## src/rtl/shp_pkg.sv

```systemverilog
package shp_pkg;
	// register byte addresses (word aligned)
	localparam logic [31:0] ADDR_PRIO_A = 32'hE000ED18;
	localparam logic [31:0] ADDR_PRIO_B = 32'hE000ED1C;
	localparam logic [31:0] ADDR_PRIO_C = 32'hE000ED20;
	localparam logic [31:0] ADDR_CTRL = 32'hE000ED24;
	localparam logic [31:0] ADDR_IRQ_STATUS = 32'hE000ED28;
	localparam logic [31:0] ADDR_IRQ_MASK = 32'hE000ED2C;
	// priority byte layout
	localparam int PRIO_BITS = 3;
	localparam int BYTE_BITS = 8;
	localparam int PRIO_LSB = 5;
	localparam int PRIO_SLOTS = 12;
	localparam logic [31:0] PRIO_RESET = 32'h00000000;
	// control/state word fields
	localparam int BIT_USG_ENA = 18;
	localparam int BIT_BUS_ENA = 17;
	localparam int BIT_MEM_ENA = 16;
	localparam int BIT_SVC_PEND = 15;
	localparam int BIT_BUS_PEND = 14;
	localparam int BIT_MEM_PEND = 13;
	localparam int BIT_USG_PEND = 12;
	localparam int BIT_TICK_ACT = 11;
	localparam int BIT_PSV_ACT = 10;
	localparam int BIT_MON_ACT = 8;
	localparam int BIT_SVC_ACT = 7;
	localparam int BIT_USG_ACT = 3;
	localparam int BIT_BUS_ACT = 1;
	localparam int BIT_MEM_ACT = 0;
	localparam logic [31:0] CTRL_WMASK = 32'h0007FD8B;
	localparam logic [31:0] CTRL_RESET = 32'h00000000;
	// handler indices on the entry/return/pend vectors
	localparam int H_MEM = 0;
	localparam int H_BUS = 1;
	localparam int H_USG = 2;
	localparam int H_SVC = 3;
	localparam int H_MON = 4;
	localparam int H_PSV = 5;
	localparam int H_TICK = 6;
	localparam int N_HANDLERS = 7;
	// interrupt status: bit0 entry, bit1 pend set
	localparam int N_IRQ = 2;
	localparam logic [31:0] DATA_ZERO = 32'h00000000;
endpackage : shp_pkg

```

## src/rtl/system_handler_priority_state.sv

```systemverilog
// Contract
// - one eight-bit priority byte per exception
// - only top three bits hold state
// - unimplemented priority bits read zero, ignore writes
// - usage fault priority at bits 23-21
// - bus fault priority at bits 15-13
// - memory fault priority at bits 7-5
// - three words map handlers 4 to 15
// - bits 31-29 word a reserved storage
// - fault enables and pending flags layout
// - active flags layout, zero reset
//
// Decided for this implementation: the Avalon-MM register port.
`timescale 1ns/10ps
`default_nettype none
module system_handler_priority_state
	import shp_pkg::*;
(
	// clock, reset, enable
	input wire logic ref_clk,
	input wire logic rst_n,
	input wire logic clk_en,
	// avalon-mm slave
	input wire logic [31:0] avs_address,
	input wire logic avs_read,
	input wire logic avs_write,
	input wire logic [31:0] avs_writedata,
	input wire logic [3:0] avs_byteenable,
	output logic [31:0] avs_readdata,
	output logic avs_waitrequest,
	// exception unit events, one bit per handler index
	input wire logic [N_HANDLERS-1:0] exc_entry,
	input wire logic [N_HANDLERS-1:0] exc_return,
	input wire logic [N_HANDLERS-1:0] exc_pend_req,
	// to arbitration
	output logic [PRIO_SLOTS*PRIO_BITS-1:0] handler_priority,
	output logic usage_fault_enable,
	output logic bus_fault_enable,
	output logic mem_manage_enable,
	output logic [31:0] control_state,
	output logic irq
);

	////////////////////////////////////////////////////////////////////////
	typedef enum logic [2:0] {
		BUS_IDLE = 3'b001,
		BUS_DONE = 3'b010,
		BUS_SPARE = 3'b100
	} bus_state_t;

	bus_state_t bus_r, bus_nxt;
	logic [31:0] rdata_r, rdata_nxt;
	logic [PRIO_SLOTS*PRIO_BITS-1:0] prio_r, prio_nxt;
	logic [31:0] ctrl_r, ctrl_nxt;
	logic [N_IRQ-1:0] ists_r, ists_nxt, imask_r, imask_nxt;
	logic irq_nxt;
	logic [31:0] bmask;
	logic wr_go, rd_go;
	logic [31:0] prio_word [3];
	logic [N_HANDLERS-1:0] act_vec, pend_hw;

	// one access per two cycles: wait, then answer
	// waitrequest idles high, so a request is never answered in the cycle it appears
	assign wr_go = (bus_r == BUS_IDLE) && avs_write;
	assign rd_go = (bus_r == BUS_IDLE) && avs_read && !avs_write;
	assign bmask = {{8{avs_byteenable[3]}}, {8{avs_byteenable[2]}},
		{8{avs_byteenable[1]}}, {8{avs_byteenable[0]}}};

	////////////////////////////////////////////////////////////////////////
	// priority words: 12 slots, three bits each
	genvar g;
	generate
		for (g = 0; g < PRIO_SLOTS; g++) begin : g_slot
			assign prio_word[g/4][(g%4)*BYTE_BITS +: BYTE_BITS] =
				{prio_r[g*PRIO_BITS +: PRIO_BITS], {PRIO_LSB{1'b0}}};
		end
	endgenerate

	always_comb begin
		logic [31:0] w;
		logic [1:0] idx;
		w = avs_writedata & bmask;
		idx = 2'h0;
		prio_nxt = prio_r;
		case (avs_address)
			ADDR_PRIO_A: idx = 2'h0;
			ADDR_PRIO_B: idx = 2'h1;
			default: idx = 2'h2;
		endcase
		// lane-gated, so a narrow store leaves the neighbouring bytes alone
		if (wr_go && (avs_address == ADDR_PRIO_A || avs_address == ADDR_PRIO_B ||
			avs_address == ADDR_PRIO_C)) begin
			for (int k = 0; k < 4; k++) begin
				if (avs_byteenable[k]) begin
					prio_nxt[(idx*4+k)*PRIO_BITS +: PRIO_BITS] =
						w[k*BYTE_BITS+PRIO_LSB +: PRIO_BITS];
				end
			end
		end
	end

	////////////////////////////////////////////////////////////////////////
	// control and state word
	assign act_vec = {ctrl_r[BIT_TICK_ACT], ctrl_r[BIT_PSV_ACT], ctrl_r[BIT_MON_ACT],
		ctrl_r[BIT_SVC_ACT], ctrl_r[BIT_USG_ACT], ctrl_r[BIT_BUS_ACT], ctrl_r[BIT_MEM_ACT]};
	// pend on a request unless that handler enters in the same cycle while not already active
	assign pend_hw = exc_pend_req & (act_vec | ~exc_entry);

	always_comb begin
		logic [31:0] c;
		logic [31:0] wm;
		c = ctrl_r;
		wm = CTRL_WMASK & bmask;
		// enables and pends, active flags; software edits
		if (wr_go && avs_address == ADDR_CTRL) begin
			c = (c & ~wm) | (avs_writedata & wm);
		end
		// hardware events are applied after the store, so they win over software
		// return clears active, entry sets it; set wins
		c[BIT_MEM_ACT] = (c[BIT_MEM_ACT] & ~exc_return[H_MEM]) | exc_entry[H_MEM];
		c[BIT_BUS_ACT] = (c[BIT_BUS_ACT] & ~exc_return[H_BUS]) | exc_entry[H_BUS];
		c[BIT_USG_ACT] = (c[BIT_USG_ACT] & ~exc_return[H_USG]) | exc_entry[H_USG];
		c[BIT_SVC_ACT] = (c[BIT_SVC_ACT] & ~exc_return[H_SVC]) | exc_entry[H_SVC];
		c[BIT_MON_ACT] = (c[BIT_MON_ACT] & ~exc_return[H_MON]) | exc_entry[H_MON];
		c[BIT_PSV_ACT] = (c[BIT_PSV_ACT] & ~exc_return[H_PSV]) | exc_entry[H_PSV];
		c[BIT_TICK_ACT] = (c[BIT_TICK_ACT] & ~exc_return[H_TICK]) | exc_entry[H_TICK];
		// pend set on blocked request; entry clears it
		c[BIT_MEM_PEND] = (c[BIT_MEM_PEND] & ~exc_entry[H_MEM]) | pend_hw[H_MEM];
		c[BIT_BUS_PEND] = (c[BIT_BUS_PEND] & ~exc_entry[H_BUS]) | pend_hw[H_BUS];
		c[BIT_USG_PEND] = (c[BIT_USG_PEND] & ~exc_entry[H_USG]) | pend_hw[H_USG];
		c[BIT_SVC_PEND] = (c[BIT_SVC_PEND] & ~exc_entry[H_SVC]) | pend_hw[H_SVC];
		ctrl_nxt = c & CTRL_WMASK;
	end

	////////////////////////////////////////////////////////////////////////
	// interrupt status (write one to clear, event wins) and mask
	always_comb begin
		logic [N_IRQ-1:0] ev;
		ev = {|pend_hw, |exc_entry};
		// irq is a level: clearing status drops it one cycle after the write
		ists_nxt = ists_r;
		imask_nxt = imask_r;
		if (wr_go && avs_address == ADDR_IRQ_STATUS && avs_byteenable[0]) begin
			ists_nxt = ists_r & ~avs_writedata[N_IRQ-1:0];
		end
		if (wr_go && avs_address == ADDR_IRQ_MASK && avs_byteenable[0]) begin
			imask_nxt = avs_writedata[N_IRQ-1:0];
		end
		ists_nxt = ists_nxt | ev;
		irq_nxt = |(ists_nxt & imask_nxt);
	end

	////////////////////////////////////////////////////////////////////////
	// bus handshake and read mux
	always_comb begin
		bus_nxt = bus_r;
		rdata_nxt = rdata_r;
		case (bus_r)
			BUS_IDLE: begin
				if (wr_go || rd_go) begin
					bus_nxt = BUS_DONE;
				end
				if (rd_go) begin
					case (avs_address)
						ADDR_PRIO_A: rdata_nxt = prio_word[0];
						ADDR_PRIO_B: rdata_nxt = prio_word[1];
						ADDR_PRIO_C: rdata_nxt = prio_word[2];
						ADDR_CTRL: rdata_nxt = ctrl_r;
						ADDR_IRQ_STATUS: rdata_nxt = {{(32-N_IRQ){1'b0}}, ists_r};
						ADDR_IRQ_MASK: rdata_nxt = {{(32-N_IRQ){1'b0}}, imask_r};
						default: rdata_nxt = DATA_ZERO;
					endcase
				end
			end
			BUS_DONE: bus_nxt = BUS_IDLE;
			default: bus_nxt = BUS_IDLE;
		endcase
	end

	always_ff @(posedge ref_clk or negedge rst_n) begin
		if (!rst_n) begin
			bus_r <= BUS_IDLE;
			rdata_r <= DATA_ZERO;
			prio_r <= '0;
			ctrl_r <= CTRL_RESET;
			ists_r <= '0;
			imask_r <= '0;
			avs_waitrequest <= 1'b1;
			avs_readdata <= DATA_ZERO;
			handler_priority <= '0;
			usage_fault_enable <= 1'b0;
			bus_fault_enable <= 1'b0;
			mem_manage_enable <= 1'b0;
			control_state <= DATA_ZERO;
			irq <= 1'b0;
		end else if (clk_en) begin
			bus_r <= bus_nxt;
			rdata_r <= rdata_nxt;
			prio_r <= prio_nxt;
			ctrl_r <= ctrl_nxt;
			ists_r <= ists_nxt;
			imask_r <= imask_nxt;
			avs_waitrequest <= !(bus_nxt == BUS_DONE);
			avs_readdata <= rdata_nxt;
			handler_priority <= prio_nxt;
			usage_fault_enable <= ctrl_nxt[BIT_USG_ENA];
			bus_fault_enable <= ctrl_nxt[BIT_BUS_ENA];
			mem_manage_enable <= ctrl_nxt[BIT_MEM_ENA];
			control_state <= ctrl_nxt;
			irq <= irq_nxt;
		end
	end
endmodule : system_handler_priority_state
`default_nettype wire

```

## config.mk

```make
export PLATFORM = sky130hd
export DESIGN_NAME = system_handler_priority_state
export DESIGN_NICKNAME = d
export VERILOG_FILES = /design/src/rtl/shp_pkg.sv /design/src/rtl/system_handler_priority_state.sv
export SDC_FILE = /design/constraint.sdc
export NUM_CORES = 1
export LEC_CHECK = 0
export ABC_AREA = 1
export BUFFER_PORTS_ARGS = -buffer_cell sky130_fd_sc_hd__buf_2
export CAP_MARGIN = 20
export CELL_PAD_IN_SITES_DETAIL_PLACEMENT = 1
export CELL_PAD_IN_SITES_GLOBAL_PLACEMENT = 2
export CORE_ASPECT_RATIO = 0.7
export CORE_MARGIN = 5
export CORE_UTILIZATION = 28
export DETAILED_ROUTE_END_ITERATION = 10
export PLACE_DENSITY = 0.91
export SYNTH_ARGS = -nofsm -noshare
export SYNTH_HDL_FRONTEND = slang
export SYNTH_SLANG_ARGS = --single-unit
```

## constraint.sdc

```tcl
create_clock -name ref_clk -period 2.85 [get_ports ref_clk]
set_input_delay 0.1425 -clock ref_clk [delete_from_list [all_inputs] [get_ports ref_clk]]
set_output_delay 0.1425 -clock ref_clk [all_outputs]
set_load 0.01 [all_outputs]
```

==> results of run 1 <==
layer usage:
layer / share of wire (%) / wire length (µm) / vias up
met4: 0.87 / 163 / 4
li1: - / - / 2640
met1: 51 / 9620 / 2503
met2: 41 / 7640 / 136
met5: 0.11 / 21 / -
met3: 6.9 / 1280 / 13
worst reg2reg max path: stages, from the launching register on:
cell and delay (ps):
dfstp_2 540, nand3_1 140, nor2_4 220, inv_2 100, nor2_4 340, nand3_1 340
nor2_1 180, a21oi_1 50
state kept, by name, summed over array words and instances (netlist names), named ones only:
register and count:
control_state 11, imask_r 2, bus_r 3, avs_waitrequest 1
ists_r 2, irq 1, rdata_r 22, prio_r 36
usage_fault_enable 1
worst max path at each step:
stage,slack [ps],startpoint,cells after the start,endpoint
after global routing,620,bus_r[0],6,rdata_r[16]
after floorplan,1270,bus_r[0],8,prio_r[27]
after detailed placement,590,avs_address[28],13,prio_r[11]
after CTS,810,bus_r[0],7,prio_r[23]
after global placement,600,avs_address[28],13,prio_r[11]
final,830,bus_r[0],7,prio_r[23]
power by group through the flow:
stage | sequential (mW) | clock [mW] | combinational, mW
after global routing | 1.22 | 1.37 | 0.402
after detailed placement | 1.23 | 0 | 0.357
after floorplan | 1.24 | 0 | 0.202
after CTS | 1.21 | 1.31 | 0.360
final | 1.21 | 1.28 | 0.355
after global placement | 1.23 | 0 | 0.352
timing repair:
action	CTS	global route
hold buffers	1	0
endpoints found under the hold margin	36	0
endpoints found under the setup margin	0	0
kinds of logic (layout without fill, tap and decap cells):
family,after synthesis,count (layout),share of synthesized area [%]
and+or+nand+nor,463,463,39.2
buffers and inverters,145,274,13.6
DFF,81,81,39.2
AOI/OAI and AO/OA,75,75,8.00
other,1,28,0.0724
synth_stat cells (all sizes together):
master | n | area [µm²]
nand2 | 293 | 1110
nor4 | 2 | 12.5
a31oi | 3 | 18.8
dfstp | 2 | 52.6
a21boi | 2 | 15.0
inv | 89 | 334
clkbuf | 10 | 37.5
nand3b | 2 | 15.0
o21ai | 38 | 190
o31ai | 8 | 60.1
clkinv | 3 | 17.5
o211ai | 4 | 30.0
nand4 | 17 | 119
conb | 1 | 3.75
nand3 | 64 | 360
nand2b | 1 | 6.26
nor3 | 6 | 45.0
a21oi | 20 | 100
buf | 43 | 313
nor2 | 78 | 359
dfrtp | 79 | 1980
through the flow:
| stage | total power, mW | cell area [µm²] | instances | setup slack (ps) |
|---|---|---|---|---|
| finish | 2.84 | 6410 | 1157 | 828 |
| global route | 2.99 | 6410 | 1157 | 616 |
| CTS | 2.89 | 6410 | 1157 | 812 |
| detailed placement | 1.59 | 6090 | 1141 | 589 |
| global placement | 1.58 | 6090 | 1141 | 598 |
| floorplan | 1.44 | 5280 | 792 | 1270 |
cell type report:
class,count,area (µm²),area share [%]
Multi-Input combinational cell,566,2550,39.7
Clock buffer,9,225,3.51
Sequential cell,81,2030,31.6
Inverter,92,352,5.48
Timing Repair Buffer,167,871,13.6
Clock inverter,6,92.6,1.44
Tap cell,236,295,4.60
==> run summary, run 1 <==
Total of fill cells in the finished design - 2359
Logic gate share of total power - 12.5%
Crit-path max cell delay - 540 ps
Worst slew margin relative to its limit - 36.3%
Setup Crit Path Kind - flop to flop
Via count of the first global-routing pass - 5407
Remaining DRCs - 0
Initial antenna violation count - 2
Quantity of gates resized following cts - 0
Min-Delay Startpoint - avs_writedata[17]
Pwr dens - 443 mW/mm²
Net switching power - 0.772 mW
R2r worst-path depth - 7
Post-synthesis instance area - 0.00518 mm²
Total count of hold-check failures in the final report - 0
Number of cells traversed by the worst hold path - 3
Input/output buffers - 160
Die Y-Extent - 124 µm
Grt met1 use - 26.5%
Kind of cell with the highest combined delay on the critical path - simple AND/OR/NAND/NOR gates
Number of warnings reported in the yosys synthesis log - 0
Most common cell after layout, fill and taps aside - nand2_1
Most used routing layer - met1
Commonest non-fill, non-tap cells in the layout - nand2_1, buf_2, inv_1
Ratio of final minimum period to clock period - 70.9%
Average size of a mapped cell - 6.77 µm²
Layout net count - 1011
Buffers plus inverters on the worst setup path - 1
Share of layout cells above drive strength 1 - 23.8%
CTS tree - built
Hold_ws - 38.5 ps
Sequential fraction of design power - 42.6%
Total global-route track usage - 17.6%
Clock network fraction of total power - 44.9%
Fin Setup TNS - 0 ps
Clock Sink Count - 81
Number of instances in the synthesized netlist - 765
Iter 0 DRT Violations - 403
Number of buffers added by the clock tree synthesis step - 9
Setup skew after layout - 5.70 ps
Outcome - finished clean
Type of origin of the critical path - flop
Global-route wire length before repair - 29900 µm
Wirelength, routed - 18700 µm
Floorplan core area - 0.0181 mm²
Switching part of the total power - 27.1%
Maximum fanout along the worst path - 15
Required @ worst endpoint - 3070 ps
Vias/cell - 4.58
Cell at the root of the clock tree - clkbuf_16
H-tree depth reported by CTS - 3
Standard-cell row count - 41
Count of boundary I/O pins - 199
Sort of element at the end of the critical path - flop
Layout-stage area growth over the synthesis result - 23.8%
Series of cell instances along the critical path - nand3_1 > nor2_4 > inv_2 > nor2_4 > nand3_1 > nor2_1 > a21oi_1
Startpoint of the worst register-to-register path - bus_r[0]
Worst R2R Setup Slack - 830 ps
Sequential cell area fraction in the yosys report - 39.2%
# Max-Cap Violations - 0
Pin count of the biggest net entering global routing - 44
Overflow left after global routing - 0
Netlist cell types - 35
Width of the chip - 173 µm
# setup viols final - 0
Actual transition at the worst max-transition pin - 955 ps
Total half-perimeter wirelength after legalization and detailed placement - 14700 µm
Final Max Tran Viols - 0
# Post-CTS Setup Buffers - 0
Peak supply drop - 0.000269 V
WP data arrival - 2240 ps
Cell leakage power - 3.61 nW
F_max - 0.495 GHz
Total die area - 0.0214 mm²
Count of vias placed by the detailed router - 5296
Antenna-violating nets left - 0
Critical Path Slowest Stage Cell - dfstp_2
Final standard cell utilization of the core - 35.4%
TritonRoute pass-1 iters - 5
Maximum root-to-sink buffer count - 2
Global routing met2 resource utilization - 24.7%
Cell internal pwr - 2.07 mW
Worst min-delay path class - primary input to flop
WL per Instance - 16.2 µm
#FFs+latches synth - 81
RR Endpoint - prio_r[23]
Routability-driven placement congestion ratio - 0.795
Clock edge transition at the registers on the reported setup and hold paths - 70 ps
Starting density of the core - 28.6%
Setup repair after global routing missed its margin - false
Number of inserted diodes - 0
Met3 usage in global routing - 5.46%
Final critical path time including I/O delays and setup - 2020 ps
Clock insertion delay at the later pin of the skew report - 340 ps
No activity file was read; power rests on OpenSTA's default activity.
==> run 2, diff against run 1 <==
Settings changed: CORE_UTILIZATION 28 to 26, PLACE_DENSITY 0.91 to 0.86.
Clock period 2.85 ns to 1.9 ns, I/O delays scaled along.
==> run summary, run 2 (synthesized netlist as in run 1, its figures left out) <==
Setup skew after layout - 7.70 ps
CTS tree - built
Total die area - 0.0229 mm²
Floorplan core area - 0.0197 mm²
Standard-cell row count - 43
Wirelength, routed - 19400 µm
Series of cell instances along the critical path - nand3_2 > nor2_4 > inv_2 > nor2_4 > buf_4 > nand3_2 > nor2_1 > a21oi_1
Clock insertion delay at the later pin of the skew report - 340 ps
Required @ worst endpoint - 2130 ps
Number of inserted diodes - 0
Register with the most flip-flops - prio_r
Switching part of the total power - 26.1%
Total count of hold-check failures in the final report - 0
# Max-Cap Violations - 0
TritonRoute pass-1 iters - 4
Critical Path Slowest Stage Cell - dfstp_2
Net switching power - 1.16 mW
Total of fill cells in the finished design - 2540
Input/output buffers - 160
Clock Sink Count - 81
Remaining DRCs - 0
Starting density of the core - 26.3%
Routability-driven placement congestion ratio - 0.808
Antenna-violating nets left - 0
Vias/cell - 4.44
WP data arrival - 2020 ps
Global-route wire length before repair - 30600 µm
Overflow left after global routing - 0
Final critical path time including I/O delays and setup - 1790 ps
# setup viols final - 0
Width of the chip - 179 µm
Crit-path max cell delay - 540 ps
Count of boundary I/O pins - 199
Cell leakage power - 3.76 nW
Worst min-delay path class - primary input to flop
Clock edge transition at the registers on the reported setup and hold paths - 60 ps
Overall power of the completed layout - 4.43 mW
Cell at the root of the clock tree - clkbuf_16
Final Max Tran Viols - 0
Commonest non-fill, non-tap cells in the layout - nand2_1, buf_2, inv_1
Pin count of the biggest net entering global routing - 33
Logic gate share of total power - 12.9%
Share of layout cells above drive strength 1 - 25.6%
Type of origin of the critical path - flop
Area of the multi-input gates - 0.00256 mm²
Clock network fraction of total power - 46.0%
Flip-flop count of the largest register after layout - 36
H-tree depth reported by CTS - 3
Most common cell after layout, fill and taps aside - nand2_1
Sequential cell area in the final layout - 0.00203 mm²
Buffers plus inverters on the worst setup path - 2
Setup Crit Path Kind - flop to flop
Sequential fraction of design power - 41.1%
Kind of cell with the highest combined delay on the critical path - simple AND/OR/NAND/NOR gates
F_max - 0.559 GHz
Outcome - finished clean
Number of buffers added by the clock tree synthesis step - 9
Maximum fanout along the worst path - 7
Total global-route track usage - 17.0%
Maximum root-to-sink buffer count - 2
Final cell count without fillers - 1221
Die Y-Extent - 128 µm
Setup repair after global routing missed its margin - true
Layout-stage area growth over the synthesis result - 30.2%
WL per Instance - 15.9 µm
Via count of the first global-routing pass - 5586
Iter 0 DRT Violations - 276
Pwr dens - 657 mW/mm²
Total half-perimeter wirelength after legalization and detailed placement - 15500 µm
Cell internal pwr - 3.27 mW
Inst Count DP - 1192
Ratio of final minimum period to clock period - 94.1%
Peak supply drop - 0.000388 V
Count of vias placed by the detailed router - 5426
Initial antenna violation count - 2
Sort of element at the end of the critical path - flop
Largest registers - prio_r: 36 flops, rdata_r: 22 flops, control_state: 11 flops
Layout net count - 1041
[run 2: worst reg2reg max path, cell delays in order (launching register included)]
cell and delay [ps]:
dfstp_2 540, nand3_2 110, nor2_4 180, inv_2 90
nor2_4 230, buf_4 180, nand3_2 170, nor2_1 140
a21oi_1 50
[run 2: what timing repair did]
action,CTS,global route
hold buffers,10,0
buffers inserted,0,4
resized for setup,0,3
endpoints found under the hold margin,35,0
endpoints found under the setup margin,0,30
[run 2: worst paths after layout]
kind | endpoint | slack, ps | cells after the start | startpoint
worst max-delay path | prio_r[23] | 110 | 8 | bus_r[0]
worst min-delay path | prio_r[22] | 20 | 3 | avs_writedata[30]
worst max register to register | prio_r[23] | 110 | 8 | bus_r[0]
worst min register to register | avs_waitrequest | 470 | 2 | avs_waitrequest
max in group asynchronous | avs_waitrequest | 1060 | 3 | rst_n
min in group asynchronous | rdata_r[8] | 240 | 2 | rst_n
[run 2: metal layers]
metal	global-route usage (%)	part of all wire, %	vias up
li1	-	-	2717
met1	25.8	51	2543
met2	24.5	41	149
met3	3.98	7.6	13
met4	3.25	0.92	4
met5	0	0.12	-
[run 2: power by group through the flow]
stage / registers (mW) / logic (mW) / clock network, mW
4_1_cts: 1.82 / 0.571 / 2.10
3_3_place_gp: 1.85 / 0.542 / 0
5_1_grt: 1.82 / 0.654 / 2.15
2_1_floorplan: 1.86 / 0.303 / 0
6_report: 1.82 / 0.573 / 2.04
3_5_place_dp: 1.85 / 0.552 / 0
[run 2: per-stage QoR]
step	TNS, ps	setup slack [ps]	util, %	hold slack (ps)	instance area [µm²]
detailed placement	0	28.5	31.8	52.0	6260
global route	-176	-35.7	34.2	27.8	6740
floorplan	0	321	-	-201	5280
global placement	0	59.0	31.8	47.9	6260
CTS	0	18.4	34.0	3.31	6700
finish	0	111	34.2	17.0	6740
[run 2: cell type report]
type                            instances  area share [%]
Multi-Input combinational cell        566            38.0
Sequential cell                        81            30.1
Timing Repair Buffer                  197            16.6
Inverter                               92            5.27
Tap cell                              270            5.01
Clock buffer                            9            3.34
Clock inverter                          6            1.73
==> run 3, diff against run 2 <==
Settings changed: CORE_ASPECT_RATIO 0.7 to 1.4, GPL_TIMING_DRIVEN set to 0, PLACE_DENSITY 0.86 to 0.79.
==> run summary, run 3 (synthesized netlist as in run 1, its figures left out) <==
Input/output buffers - 160
Cell area reported after detailed placement - 0.00643 mm²
WL per Instance - 15.9 µm
Most common cell after layout, fill and taps aside - nand2_1
Antenna-violating nets left - 0
Setup repair after global routing missed its margin - true
Final critical path time including I/O delays and setup - 1850 ps
Total of fill cells in the finished design - 2577
Global-route wire length before repair - 30800 µm
Clock Sink Count - 81
Share of layout cells above drive strength 1 - 27.0%
Number of cells traversed by the worst hold path - 4
Ratio of final minimum period to clock period - 97.1%
Layout net count - 1075
Vias/cell - 4.46
Via count of the first global-routing pass - 5893
Total half-perimeter wirelength after legalization and detailed placement - 15700 µm
Remaining DRCs - 0
Maximum root-to-sink buffer count - 2
Starting density of the core - 26.2%
Type of origin of the critical path - flop
Maximum fanout along the worst path - 6
Setup skew after layout - 9.01 ps
Actual transition at the worst max-transition pin - 615 ps
Largest registers - prio_r: 36 flops, rdata_r: 22 flops, control_state: 11 flops
Count of boundary I/O pins - 199
Total count of hold-check failures in the final report - 0
Floorplan core area - 0.0198 mm²
Clock edge transition at the registers on the reported setup and hold paths - 70 ps
Number of buffers added by the clock tree synthesis step - 9
Sequential cell area in the final layout - 0.00203 mm²
Worst min-delay path class - primary input to flop
Overflow left after global routing - 0
Layout-stage area growth over the synthesis result - 33.6%
Die Y-Extent - 177 µm
Count of vias placed by the detailed router - 5529
Final critical-path setup slack - 54.5 ps
Cell at the root of the clock tree - clkbuf_16
Register with the most flip-flops - prio_r
Outcome - finished clean
Fin Setup TNS - 0 ps
Required @ worst endpoint - 2140 ps
Area of all placed cells without fillers - 0.00692 mm²
# setup viols final - 0
Worst slew margin relative to its limit - 58.6%
Wirelength, routed - 19700 µm
Overall power of the completed layout - 4.24 mW
Area of the multi-input gates - 0.00256 mm²
Setup Crit Path Kind - flop to flop
Initial antenna violation count - 1
Hold_ws - 9.32 ps
Final Max Tran Viols - 0
Sort of element at the end of the critical path - flop
Flip-flop count of the largest register after layout - 36
WP data arrival - 2090 ps
R2r worst-path depth - 8
Minimum setup slack after placement - -108 ps
Peak supply drop - 0.000439 V
# Max-Cap Violations - 0
F_max - 0.542 GHz
Iter 0 DRT Violations - 271
Pwr dens - 613 mW/mm²
Total global-route track usage - 17.4%
Cell leakage power - 3.89 nW
Standard-cell row count - 61
Pin count of the biggest net entering global routing - 52
Commonest non-fill, non-tap cells in the layout - nand2_1, buf_2, inv_1
H-tree depth reported by CTS - 3
CTS tree - built
Clock insertion delay at the later pin of the skew report - 350 ps
Routability-driven placement congestion ratio - 0.786
Total die area - 0.0229 mm²
TritonRoute pass-1 iters - 4
Width of the chip - 129 µm
run 3: routing by layer:
layer	GRT usage (%)	routed length (µm)	vias to the layer above
li1	-	-	2776
met1	19.9	7680	2578
met2	31.5	10500	145
met3	3.17	992	30
met4	6.92	491	0
met5	0	0	-
run 3: worst paths after layout:
| check | slack, ps | to | from |
|---|---|---|---|
| worst max register to register | 50 | usage_fault_enable | bus_r[0] |
| max in group asynchronous | 990 | avs_waitrequest | rst_n |
| worst min-delay path | 9 | control_state[1] | exc_return[1] |
| min in group asynchronous | 250 | rdata_r[23] | rst_n |
| worst max-delay path | 50 | usage_fault_enable | bus_r[0] |
| worst min register to register | 470 | avs_waitrequest | avs_waitrequest |
run 3: worst max-delay path: stages, from the launching register on:
cell,delay (ps)
dfstp_2,530
nand3_1,140
nor2_4,190
inv_2,90
nor2_4,200
buf_12,140
nand3_2,160
o21ai_0,210
inv_1,50
run 3: report_power, final:
part / internal (mW) / total (mW) / switching [mW] / leakage (nW)
registers: 1.78 / 1.82 / 0.0412 / 1.02
logic: 0.247 / 0.619 / 0.372 / 2.73
clock network: 1.06 / 1.80 / 0.743 / 0.143
total: 3.08 / 4.24 / 1.16 / 3.89
run 3: final cells by class:
class	instances	share of cell area, %
Timing Repair Buffer	178	14.5
Buffer	53	5.19
Clock inverter	4	0.741
Clock buffer	12	3.56
Antenna cell	1	0.0362
Sequential cell	81	29.3
Inverter	92	5.08
Tap cell	252	4.56
Multi-Input combinational cell	566	37.0
run 3: stage by stage:
stage / utilization [%] / std cells
2_1_floorplan: - / 792
3_3_place_gp: 32.4 / 1204
3_5_place_dp: 32.5 / 1205
4_1_cts: 34.8 / 1236
5_1_grt: 35.0 / 1239
6_report: 35.0 / 1239
run 3: what timing repair did:
item | 4_1_cts | 5_1_grt
setup buffers | 3 | 2
hold buffers | 12 | 0
endpoints found under the hold margin | 41 | 0
gates resized for setup | 2 | 13
pin swaps | 2 | 3
endpoints found under the setup margin | 30 | 42
